## src/iid_pkg.sv

```systemverilog
// ==========================================================
// Shared constants for the indexed instruction decoder
package iid_pkg;
	localparam int IID_PTR_W = 12;
	localparam int IID_IP_W = 21;

	// ==========================================================
	// Opcode fields
	localparam logic [7:0] IID_OP_PTR_ADD = 8'he8;
	localparam logic [5:0] IID_OP_ACC_ADD = 6'h09;
	localparam logic [3:0] IID_OP_BIT_SET = 4'h8;
	localparam logic [7:0] IID_OP_FILL = 8'h68;
	localparam logic [1:0] IID_RET_SEL = 2'h3;
	localparam logic [1:0] IID_THIRD_PTR = 2'h2;
	localparam logic [7:0] IID_OFS_MAX = 8'h5f;
	localparam logic [7:0] IID_FILL_VAL = 8'hff;
	localparam logic [7:0] IID_BIT_ONE = 8'h01;

	// ==========================================================
	// Phases of one instruction cycle
	localparam logic [1:0] IID_PH_Q1 = 2'h0;
	localparam logic [1:0] IID_PH_Q2 = 2'h1;
	localparam logic [1:0] IID_PH_Q3 = 2'h2;
	localparam logic [1:0] IID_PH_Q4 = 2'h3;
	localparam logic [1:0] IID_PH_STEP = 2'h1;

	// ==========================================================
	// Status flag positions and reset values
	localparam int IID_FLG_C = 0;
	localparam int IID_FLG_DC = 1;
	localparam int IID_FLG_Z = 2;
	localparam int IID_FLG_OV = 3;
	localparam int IID_FLG_N = 4;
	localparam logic [IID_PTR_W-1:0] IID_PTR_RST = 12'h000;
	localparam logic [7:0] IID_ACC_RST = 8'h00;
	localparam logic [4:0] IID_STAT_RST = 5'h00;
	localparam logic [IID_IP_W-1:0] IID_IP_RST = 21'h000000;

	typedef enum logic [2:0] {
		IID_ST_IDLE = 3'b001,
		IID_ST_EXEC = 3'b010,
		IID_ST_NOP = 3'b100
	} iid_state_t;
endpackage

```

## src/iid_alu_if.sv

```systemverilog
`timescale 1ns/1ns
// ==========================================================
// Operands and result of the byte adder
interface iid_alu_if;
	logic [7:0] a;
	logic [7:0] b;
	logic [7:0] sum;
	logic [4:0] flags;
	modport core (output a, output b, input sum, input flags);
	modport alu (input a, input b, output sum, output flags);
endinterface

```

## src/iid_decode.sv

```systemverilog
`timescale 1ns/1ns
// Operation
// RL1 - Pointer-add adds 6-bit immediate to selected pointer, writes back in one cycle
// RL2 - Pointer-add-and-return adds immediate to third pointer, then loads return-stack top
// RL3 - Pointer-add-and-return takes two cycles; second cycle does nothing
// RL4 - Pointer field value 3 selects add-and-return, always on third pointer
// RL5 - Indexed add sums accumulator and memory at third pointer plus offset up to 95
// RL6 - Indexed add destination bit 0 writes accumulator, 1 writes memory
// RL7 - Indexed bit set sets bit 0..7 at third pointer plus offset, one cycle
// RL8 - Indexed fill writes FFh at third pointer plus offset, flags untouched
// RL9 - Only indexed add updates flags; pointer-add, bit set and fill leave them
module iid_decode
	import iid_pkg::*;
(
	input wire logic clk,
	input wire logic sys_rst,
	input wire logic instr_valid,
	input wire logic [15:0] instr_word,
	output logic instr_ready,
	output logic instr_done,
	output logic instr_unsupported,
	output logic [IID_PTR_W-1:0] mem_addr,
	output logic mem_rd_en,
	input wire logic [7:0] mem_rd_data,
	output logic mem_wr_en,
	output logic [7:0] mem_wr_data,
	input wire logic [IID_IP_W-1:0] return_stack_top,
	output logic ip_load,
	output logic [IID_IP_W-1:0] instruction_pointer,
	input wire logic [2:0] ptr_ld_en,
	input wire logic [IID_PTR_W-1:0] ptr_ld_data,
	input wire logic acc_ld_en,
	input wire logic [7:0] acc_ld_data,
	output logic [2:0][IID_PTR_W-1:0] indirect_pointer,
	output logic [7:0] accumulator,
	output logic [4:0] status
);
	// ==========================================================
	// Registers
	iid_state_t state_q;
	logic [1:0] phase_q;
	logic [15:0] instr_q;
	logic [2:0][IID_PTR_W-1:0] ptr_q;
	logic [7:0] acc_q;
	logic [4:0] status_q;
	logic [7:0] result_q;
	logic [4:0] flags_q;
	logic [IID_PTR_W-1:0] mem_addr_q;
	logic mem_rd_en_q;
	logic mem_wr_en_q;
	logic [7:0] mem_wr_data_q;
	logic ip_load_q;
	logic [IID_IP_W-1:0] ip_q;
	logic done_q;
	logic unsup_q;

	iid_alu_if alu_bus ();

	iid_alu u_alu (
		.bus(alu_bus)
	);

	function automatic logic offset_ok(input logic [7:0] ofs);
		offset_ok = (ofs <= IID_OFS_MAX);
	endfunction

	// ==========================================================
	// Decode of the held instruction
	wire st_idle = (state_q == IID_ST_IDLE);
	wire st_exec = (state_q == IID_ST_EXEC);
	wire st_nop = (state_q == IID_ST_NOP);
	wire ph_first = (phase_q == IID_PH_Q1);
	wire ph_read = (phase_q == IID_PH_Q2);
	wire ph_proc = (phase_q == IID_PH_Q3);
	wire ph_last = (phase_q == IID_PH_Q4);
	wire [5:0] k6 = instr_q[5:0];
	wire [7:0] k8 = instr_q[7:0];
	wire ptr_family = (instr_q[15:8] == IID_OP_PTR_ADD);
	wire is_ret = ptr_family && (instr_q[7:6] == IID_RET_SEL); // see RL4
	wire is_ptr = ptr_family && !is_ret;
	wire is_add = (instr_q[15:10] == IID_OP_ACC_ADD) && !instr_q[8] && offset_ok(k8);
	wire is_bset = (instr_q[15:12] == IID_OP_BIT_SET) && !instr_q[8] && offset_ok(k8);
	wire is_fill = (instr_q[15:8] == IID_OP_FILL) && offset_ok(k8);
	wire dest_mem = instr_q[9];
	wire [2:0] bit_sel = instr_q[11:9];
	wire needs_read = is_add || is_bset;
	wire needs_write = (is_add && dest_mem) || is_bset || is_fill;
	wire known = is_ptr || is_ret || is_add || is_bset || is_fill;
	wire [1:0] ptr_sel = is_ret ? IID_THIRD_PTR : instr_q[7:6]; // see RL4
	wire [IID_PTR_W-1:0] ptr_sum = ptr_q[ptr_sel] + {6'h00, k6}; // see RL1
	wire [IID_PTR_W-1:0] idx_addr = ptr_q[IID_THIRD_PTR] + {4'h0, k8}; // see RL5
	wire [7:0] bit_mask = IID_BIT_ONE << bit_sel;
	wire [7:0] result_d = is_fill ? IID_FILL_VAL : // see RL8
		(is_bset ? (mem_rd_data | bit_mask) : alu_bus.sum); // see RL7

	assign alu_bus.a = acc_q;
	assign alu_bus.b = mem_rd_data;

	// ==========================================================
	// Sequencer: Q1 decode, Q2 read, Q3 process, Q4 write
	always_ff @(posedge clk) begin
		if (sys_rst) begin
			state_q <= IID_ST_IDLE;
			phase_q <= IID_PH_Q1;
		end else if (st_idle) begin
			if (instr_valid) begin
				state_q <= IID_ST_EXEC;
			end
			phase_q <= IID_PH_Q1;
		end else if (ph_last) begin
			state_q <= (st_exec && is_ret) ? IID_ST_NOP : IID_ST_IDLE; // see RL3
			phase_q <= IID_PH_Q1;
		end else begin
			phase_q <= phase_q + IID_PH_STEP;
		end
	end

	always_ff @(posedge clk) begin
		if (sys_rst) begin
			instr_q <= 16'h0000;
		end else if (st_idle && instr_valid) begin
			instr_q <= instr_word;
		end
	end

	// ==========================================================
	// Data memory port
	always_ff @(posedge clk) begin
		if (sys_rst) begin
			mem_addr_q <= IID_PTR_RST;
			mem_rd_en_q <= 1'b0;
			mem_wr_en_q <= 1'b0;
			mem_wr_data_q <= 8'h00;
		end else begin
			if (st_exec && ph_first) begin
				mem_addr_q <= idx_addr; // see RL5
			end
			mem_rd_en_q <= st_exec && ph_first && needs_read;
			mem_wr_en_q <= st_exec && ph_proc && needs_write; // see RL6
			if (st_exec && ph_proc) begin
				mem_wr_data_q <= result_d;
			end
		end
	end

	always_ff @(posedge clk) begin
		if (sys_rst) begin
			result_q <= 8'h00;
			flags_q <= IID_STAT_RST;
		end else if (st_exec && ph_proc) begin
			result_q <= result_d;
			flags_q <= alu_bus.flags;
		end
	end

	// ==========================================================
	// Indirect pointers
	generate
		for (genvar i = 0; i < 3; i++) begin : g_ptr
			always_ff @(posedge clk) begin
				if (sys_rst) begin
					ptr_q[i] <= IID_PTR_RST;
				end else if (st_exec && ph_last && ptr_family && ptr_sel == 2'(i)) begin
					ptr_q[i] <= ptr_sum; // see RL1, RL2
				end else if (st_idle && ptr_ld_en[i]) begin
					ptr_q[i] <= ptr_ld_data;
				end
			end
		end
	endgenerate

	// ==========================================================
	// Accumulator and status
	always_ff @(posedge clk) begin
		if (sys_rst) begin
			acc_q <= IID_ACC_RST;
		end else if (st_exec && ph_last && is_add && !dest_mem) begin
			acc_q <= result_q; // see RL6
		end else if (st_idle && acc_ld_en) begin
			acc_q <= acc_ld_data;
		end
	end

	always_ff @(posedge clk) begin
		if (sys_rst) begin
			status_q <= IID_STAT_RST;
		end else if (st_exec && ph_last && is_add) begin
			status_q <= flags_q; // see RL9
		end
	end

	// ==========================================================
	// Return and completion
	always_ff @(posedge clk) begin
		if (sys_rst) begin
			ip_load_q <= 1'b0;
			ip_q <= IID_IP_RST;
			done_q <= 1'b0;
			unsup_q <= 1'b0;
		end else begin
			ip_load_q <= st_exec && ph_last && is_ret; // see RL2
			if (st_exec && ph_last && is_ret) begin
				ip_q <= return_stack_top;
			end
			done_q <= ph_last && ((st_exec && !is_ret) || st_nop); // see RL3
			unsup_q <= st_exec && ph_last && !known;
		end
	end

	assign instr_ready = st_idle;
	assign instr_done = done_q;
	assign instr_unsupported = unsup_q;
	assign mem_addr = mem_addr_q;
	assign mem_rd_en = mem_rd_en_q;
	assign mem_wr_en = mem_wr_en_q;
	assign mem_wr_data = mem_wr_data_q;
	assign ip_load = ip_load_q;
	assign instruction_pointer = ip_q;
	assign indirect_pointer = ptr_q;
	assign accumulator = acc_q;
	assign status = status_q;

	// ==========================================================
	// Checks
	AST_PTR_ADD: assert property (@(posedge clk) disable iff (sys_rst) // see RL1
		(st_exec && ph_first && is_ptr) |-> ##4 (ptr_q[ptr_sel] == $past(ptr_sum, 4)))
		else $error("pointer add result wrong");
	AST_RET_LOAD: assert property (@(posedge clk) disable iff (sys_rst) // see RL2
		(st_exec && ph_first && is_ret) |-> ##4
		(ip_load && instruction_pointer == $past(return_stack_top, 1)))
		else $error("return did not load instruction pointer");
	AST_RET_NOP: assert property (@(posedge clk) disable iff (sys_rst) // see RL3
		(st_exec && ph_first && is_ret) |-> ##4
		(st_nop && !mem_wr_en && !mem_rd_en && !instr_done)[*4] ##1 instr_done)
		else $error("return second cycle not idle");
	AST_RET_PTR2: assert property (@(posedge clk) disable iff (sys_rst) // see RL4
		(st_exec && ph_first && is_ret) |-> ##4
		(ptr_q[IID_THIRD_PTR] == $past(ptr_q[IID_THIRD_PTR], 4) + {6'h00, k6}))
		else $error("return did not update third pointer");
	AST_IDX_ADDR: assert property (@(posedge clk) disable iff (sys_rst) // see RL5
		(st_exec && ph_first && (is_add || is_bset || is_fill)) |=>
		(mem_addr == ptr_q[IID_THIRD_PTR] + {4'h0, instr_q[7:0]}))
		else $error("indexed address wrong");
	AST_RD_PHASE: assert property (@(posedge clk) disable iff (sys_rst) // see RL5
		mem_rd_en |-> (st_exec && ph_read && needs_read))
		else $error("memory read strobe outside read phase");
	AST_ADD_MEM: assert property (@(posedge clk) disable iff (sys_rst) // see RL6
		(st_exec && ph_first && is_add && dest_mem) |-> ##3
		(mem_wr_en && mem_wr_data == 8'($past(acc_q, 3) + $past(mem_rd_data, 1))))
		else $error("indexed add to memory wrong");
	AST_ADD_ACC: assert property (@(posedge clk) disable iff (sys_rst) // see RL6
		(st_exec && ph_first && is_add && !dest_mem) |-> ##3 !mem_wr_en ##1
		(acc_q == 8'($past(acc_q, 4) + $past(mem_rd_data, 2))))
		else $error("indexed add to accumulator wrong");
	AST_BIT_SET: assert property (@(posedge clk) disable iff (sys_rst) // see RL7
		(st_exec && ph_first && is_bset) |-> ##3 (mem_wr_en && mem_wr_data[bit_sel] &&
		((mem_wr_data & ~bit_mask) == ($past(mem_rd_data, 1) & ~bit_mask))))
		else $error("indexed bit set wrong");
	AST_FILL: assert property (@(posedge clk) disable iff (sys_rst) // see RL8
		(st_exec && ph_first && is_fill) |-> ##3 (mem_wr_en && mem_wr_data == IID_FILL_VAL))
		else $error("indexed fill wrong");
	AST_FLAGS_KEEP: assert property (@(posedge clk) disable iff (sys_rst) // see RL9
		(st_exec && ph_first && !is_add) |-> ##4 (status == $past(status, 4)))
		else $error("flags changed by non-add");
endmodule

```

## src/iid_alu.sv

```systemverilog
`timescale 1ns/1ns
// ==========================================================
// Byte adder with status flags
module iid_alu
	import iid_pkg::*;
(
	iid_alu_if.alu bus
);
	logic [8:0] full_sum;
	logic [4:0] nib_sum;

	assign full_sum = {1'b0, bus.a} + {1'b0, bus.b};
	assign nib_sum = {1'b0, bus.a[3:0]} + {1'b0, bus.b[3:0]};
	assign bus.sum = full_sum[7:0];
	assign bus.flags[IID_FLG_C] = full_sum[8];
	assign bus.flags[IID_FLG_DC] = nib_sum[4];
	assign bus.flags[IID_FLG_Z] = (full_sum[7:0] == 8'h00);
	// Signed overflow: like-signed operands, differently signed sum
	assign bus.flags[IID_FLG_OV] = (bus.a[7] == bus.b[7]) && (full_sum[7] != bus.a[7]);
	assign bus.flags[IID_FLG_N] = full_sum[7];
endmodule

```

## config.mk

```make
export PLATFORM = sky130hd
export DESIGN_NAME = iid_decode
export DESIGN_NICKNAME = d
export VERILOG_FILES = /design/src/iid_pkg.sv /design/src/iid_alu_if.sv /design/src/iid_decode.sv /design/src/iid_alu.sv
export SDC_FILE = /design/constraint.sdc
export NUM_CORES = 1
export LEC_CHECK = 0
export ABC_AREA = 1
export BUFFER_PORTS_ARGS = -buffer_cell sky130_fd_sc_hd__buf_4
export CAP_MARGIN = 10
export CORE_UTILIZATION = 37
export DETAILED_ROUTE_END_ITERATION = 16
export GPL_TIMING_DRIVEN = 0
export PLACE_DENSITY_LB_ADDON = 0.3
export SLEW_MARGIN = 10
export SYNTH_ARGS = -nofsm -noshare
export SYNTH_HDL_FRONTEND = slang
export SYNTH_HIERARCHICAL = 1
export SYNTH_SLANG_ARGS = --single-unit
```

## constraint.sdc

```tcl
create_clock -name clk -period 5.6 [get_ports clk]
set_input_delay 0 -clock clk [delete_from_list [all_inputs] [get_ports clk]]
set_output_delay 0 -clock clk [all_outputs]
set_load 0.05 [all_outputs]
```

==> results <==
- The flow ran to the end, and the final reports show no timing, DRC or antenna violations.
- Of all nets on the critical path, the largest fanout is 10.
- The number of fill cells in the layout is 1695.
- The post-CTS resize count is 0.
- The count of nets left with antenna violations once routing finished came out at 0.
- The kind of start point of the critical path is a register.
- Routability-driven placement finished with a final weighted congestion of 0.940.
- The post-route worst setup slack is 2.31 ns.
- From synthesis to final layout, the design area changed by 42.4%.
- CTS built an H-tree with a depth of 4.
- In the layout the commonest cells are nand2_1, buf_4, dfxtp_1.
- The count of cell instances traversed by the critical path is 22.
- The arrival time at the worst endpoint is 3.61 ns.
- The worst-case IR drop observed on VDD is 0.243 mV.
- For this configuration, the core starts out at a cell density of 37.8%.
- The post-route cell area is 9320 um^2.
- Subtracting the final worst setup slack from the clock period gives 3.29 ns.
- The setup path with the least slack is of type reg -> reg.
- The clock reaches the later pin of the worst-skew pair after 0.42 ns.
- The setup check on the worst reg-to-reg path leaves a slack of 2.31 ns.
- The total count of max-transition violations in the final report is 0.
- After detailed routing, the number of remaining DRC violations is 0.
- In the synthesized netlist the dominant register cell turns out to be dfxtp_1.
- In the final timing run, aggregate negative setup slack is 0 ns.
- TritonCTS built the clock tree.
- The net count of the finished layout is 1287.
- The final layout contains routed wiring with a total length of 21500 um.
- Across the run, the number of max-cap violations was 0.
- The number of global-route vias before repair is 6868.
- In this run the tool buffered the top-level ports with 166 buffer cells.
- Dividing total power by cell area gives a power density of 331 nW/um^2.
- Of the cells placed in the final design, the portion with a size suffix greater than 1 is 21.2%.
- The required time reported for the critical path endpoint is 5.92 ns.
- In this run the cell area of the synthesized design comes to 6550 um^2.
- The count of boundary I/O pins is 168.
- The average cell area after synthesis is 6.98 um^2.
- The leakage power of the design is 4.49 nW.
- Measured along the y axis, the die boundary spans 135 um.
- The highest cell delay on the worst timing path is 0.41 ns.
- The most prevalent standard cell on the critical path is nand2_1.
- The count of yosys warnings during synthesis is 6.
- The detailed router finished its first iteration with 473 violations.
- Yosys mapped the design onto 46 distinct sky130hd cell types.
- In this run the tightest slew margin relative to its limit is 52.0%.
- For the final database, setup skew stands at 0.00508 ns.
- In this run the cell area measured after placement is 8070 um^2.
- The core utilization of the finished layout is 53.9%.
- Global routing consumed, over all layers together, 24.0% of the routing resources.
- The library cell used most frequently in the layout, excluding fill and tap cells, is nand2_1.
- The floorplan has 48 rows.
- Across the whole layout, storage elements account for 2420 um^2.
- Synthesis produced a netlist with a net count of 1038.
- The transition time at the pin with the least slew margin is 0.716 ns.
- In the final layout, the multi-input gates occupy 3460 um^2.
- The die width is 135 um.
- The quantity of hold-fixing buffers added after cts is 64.
- Sequential elements use 37.0% of the synthesized area.
- The repair_antennas step left the layout with diodes totalling 0.
- Sorting the synthesized cells by area gives the leading types as dfxtp_1, nand2_1, o21ai_0.
- Dividing the detail-routed via count by the number of cells gives 5.02.
- The critical path endpoint category is a register.
- The critical path goes through buf_4 -> nand2_1 -> inv_2 -> nand3_4 -> nand2_8 -> buf_12 -> inv_1 -> o221ai_1 -> nand2_1 -> ha_1 -> fa_1 -> nand3_1 -> nand2_1 -> a21o_1 -> nand2_1 -> nand2_1 -> nand3_2 -> a21oi_2 -> nand3b_1 -> nand3_1 -> nand2_1 -> inv_1.
- After synthesis, the share of flip-flops with an asynchronous set or reset is 0%.
- The count of vias placed by the detailed router is 7148.
- The worst-case reg-to-reg path depth is 22.
- Entering global routing, the biggest net connects 17 pins.
- The number of setup buffers added after CTS is 0.
- The final hold violation count is 0.
- The worst hold path class is in -> reg.
- Broken down by cell family, the worst path's largest delay share belongs to simple AND/OR/NAND/NOR gates.
- The achievable frequency is 0.304 GHz.
- The cell sitting at the root of the clock tree is a clkbuf_16.
- The initial antenna violation count is 0.
- The detailed-router iteration count before antenna repair is 5.
- Summed over its instances, the top area cell type makes up 37.0% of the synthesized netlist area.
- The first-pass GRT wire length is 33700 um.
- The largest individual stage delay along the critical path comes from the cell fa_1.
- Clock tree synthesis inserted a total of 17 buffers.
- The total area inside the core boundary comes to 17300 um^2.
- In the final routed layout, each cell accounts on average for 15.1 um.
- The sum of overflow across all layers after global routing is 0.
- The first element of the critical path is instr_q[6].
- Before CTS, the worst setup slack after placement is 2.32 ns.
- Detailed placement ended at an HPWL of 15800 um.
- The most area-hungry cell type in the Yosys netlist is dfxtp_1.
- Yosys mapped a number of flops with a built-in enable equal to 0.
- The number of failing setup endpoints in the final timing report is 0.
- In this run the critical register-to-register path is captured at indirect_pointer[10].
- The worst register-to-register path begins at instr_q[6].
- The cell count after synthesis came out at 938.
- The full die area is 18200 um^2.
- Setup repair after global routing left no endpoint under its margin.
- The maximum clock insertion buffer count is 2.
- After clock tree synthesis, the clock-pin slew on the worst setup and hold paths is 0.06 ns.
- The number of buffers and inverters on the critical path is 5.
- The register bit total from synthesis is 121.
- Clock tree synthesis found a total of 121 sinks.
- The post-route clock period utilization is 58.8%.
- The most critical setup path has its endpoint at indirect_pointer[10].
worst register-to-register path: stages (launching register included):
cell      delay (ns)
dfxtp_1         0.37
buf_4           0.22
nand2_1         0.08
inv_2           0.08
nand3_4         0.13
nand2_8         0.13
buf_12          0.14
inv_1           0.14
o221ai_1        0.18
nand2_1         0.08
ha_1            0.23
fa_1            0.41
nand3_1         0.09
nand2_1         0.08
a21o_1          0.16
nand2_1         0.05
nand2_1         0.10
nand3_2         0.13
a21oi_2         0.05
nand3b_1        0.12
nand3_1         0.11
nand2_1         0.08
inv_1           0.04
stage by stage:
| stage | total power [mW] | hold WS [ns] | cells |
|---|---|---|---|
| floorplan | 1.65 | 0.166 | 938 |
| global placement | 1.91 | 0.266 | 1329 |
| detailed placement | 1.92 | 0.273 | 1329 |
| CTS | 3.09 | 0.00881 | 1424 |
| global route | 3.23 | 0.0495 | 1424 |
| finish | 3.09 | 0.0260 | 1424 |
cell usage after synthesis (all sizes together), types with 2 or more instances:
master  instances
nand2         238
inv           129
dfxtp         121
o21ai         106
nor2           82
a21oi          69
nand3          44
a31oi          36
ha             25
clkbuf         22
xor2           13
buf            12
o221ai          7
nor3            6
nand4           4
clkinv          3
fa              3
o21a            3
a21o            2
nand3b          2
or2             2
xnor2           2
how the worst min path moves through the flow:
stage | startpoint | depth (start not counted) | end
floorplan | ptr_ld_data[2] | 2 | indirect_pointer[2]
global route | ptr_ld_data[8] | 5 | indirect_pointer[8]
detailed placement | instr_word[0] | 3 | instr_q[0]
CTS | ptr_ld_data[8] | 5 | indirect_pointer[20]
finish | ptr_ld_data[8] | 5 | indirect_pointer[20]
global placement | instr_word[0] | 3 | instr_q[0]
cell type report:
| type | count | area share [%] |
|---|---|---|
| clock inverters | 8 | 1.26 |
| clock buffers | 23 | 5.24 |
| plain buffers | 34 | 1.76 |
| well taps | 225 | 3.02 |
| inverters | 132 | 5.32 |
| repair buffers | 230 | 20.2 |
| flip-flops and latches | 121 | 26.0 |
| multi-input cells | 651 | 37.2 |
kinds of logic (layout without fill, tap and decap cells):
kind of cell	count (synthesis)	after routing	synth area share [%]
and+or+nand+nor	380	380	26.0
AOI/OAI and AO/OA	228	228	19.1
buffers and inverters	166	427	10.1
DFF	121	121	37.0
adders and majority gates	28	28	5.70
xor gates and xnor gates	15	15	2.12
flip-flops by register name, indices dropped and copies added (netlist names), 2 cells and up:
register,flops
indirect_pointer,36
instruction_pointer,21
instr_q,16
mem_addr,12
accumulator,8
result_q,8
flags_q,5
status,5
state_q,3
phase_q,2
power by group:
group | switching [mW] | internal [mW]
clock | 0.395 | 0.741
sequential | 0.0740 | 0.934
combinational | 0.618 | 0.323
metal layers:
layer	part of all wire (%)	GRT usage, %	vias up
met1	42	28.6	3277
met5	0	0	-
met2	49	42.4	270
met3	7.2	5.03	41
met4	2.3	8.86	0
li1	-	-	3560
Note: power is estimated with default switching activity, not from simulation.
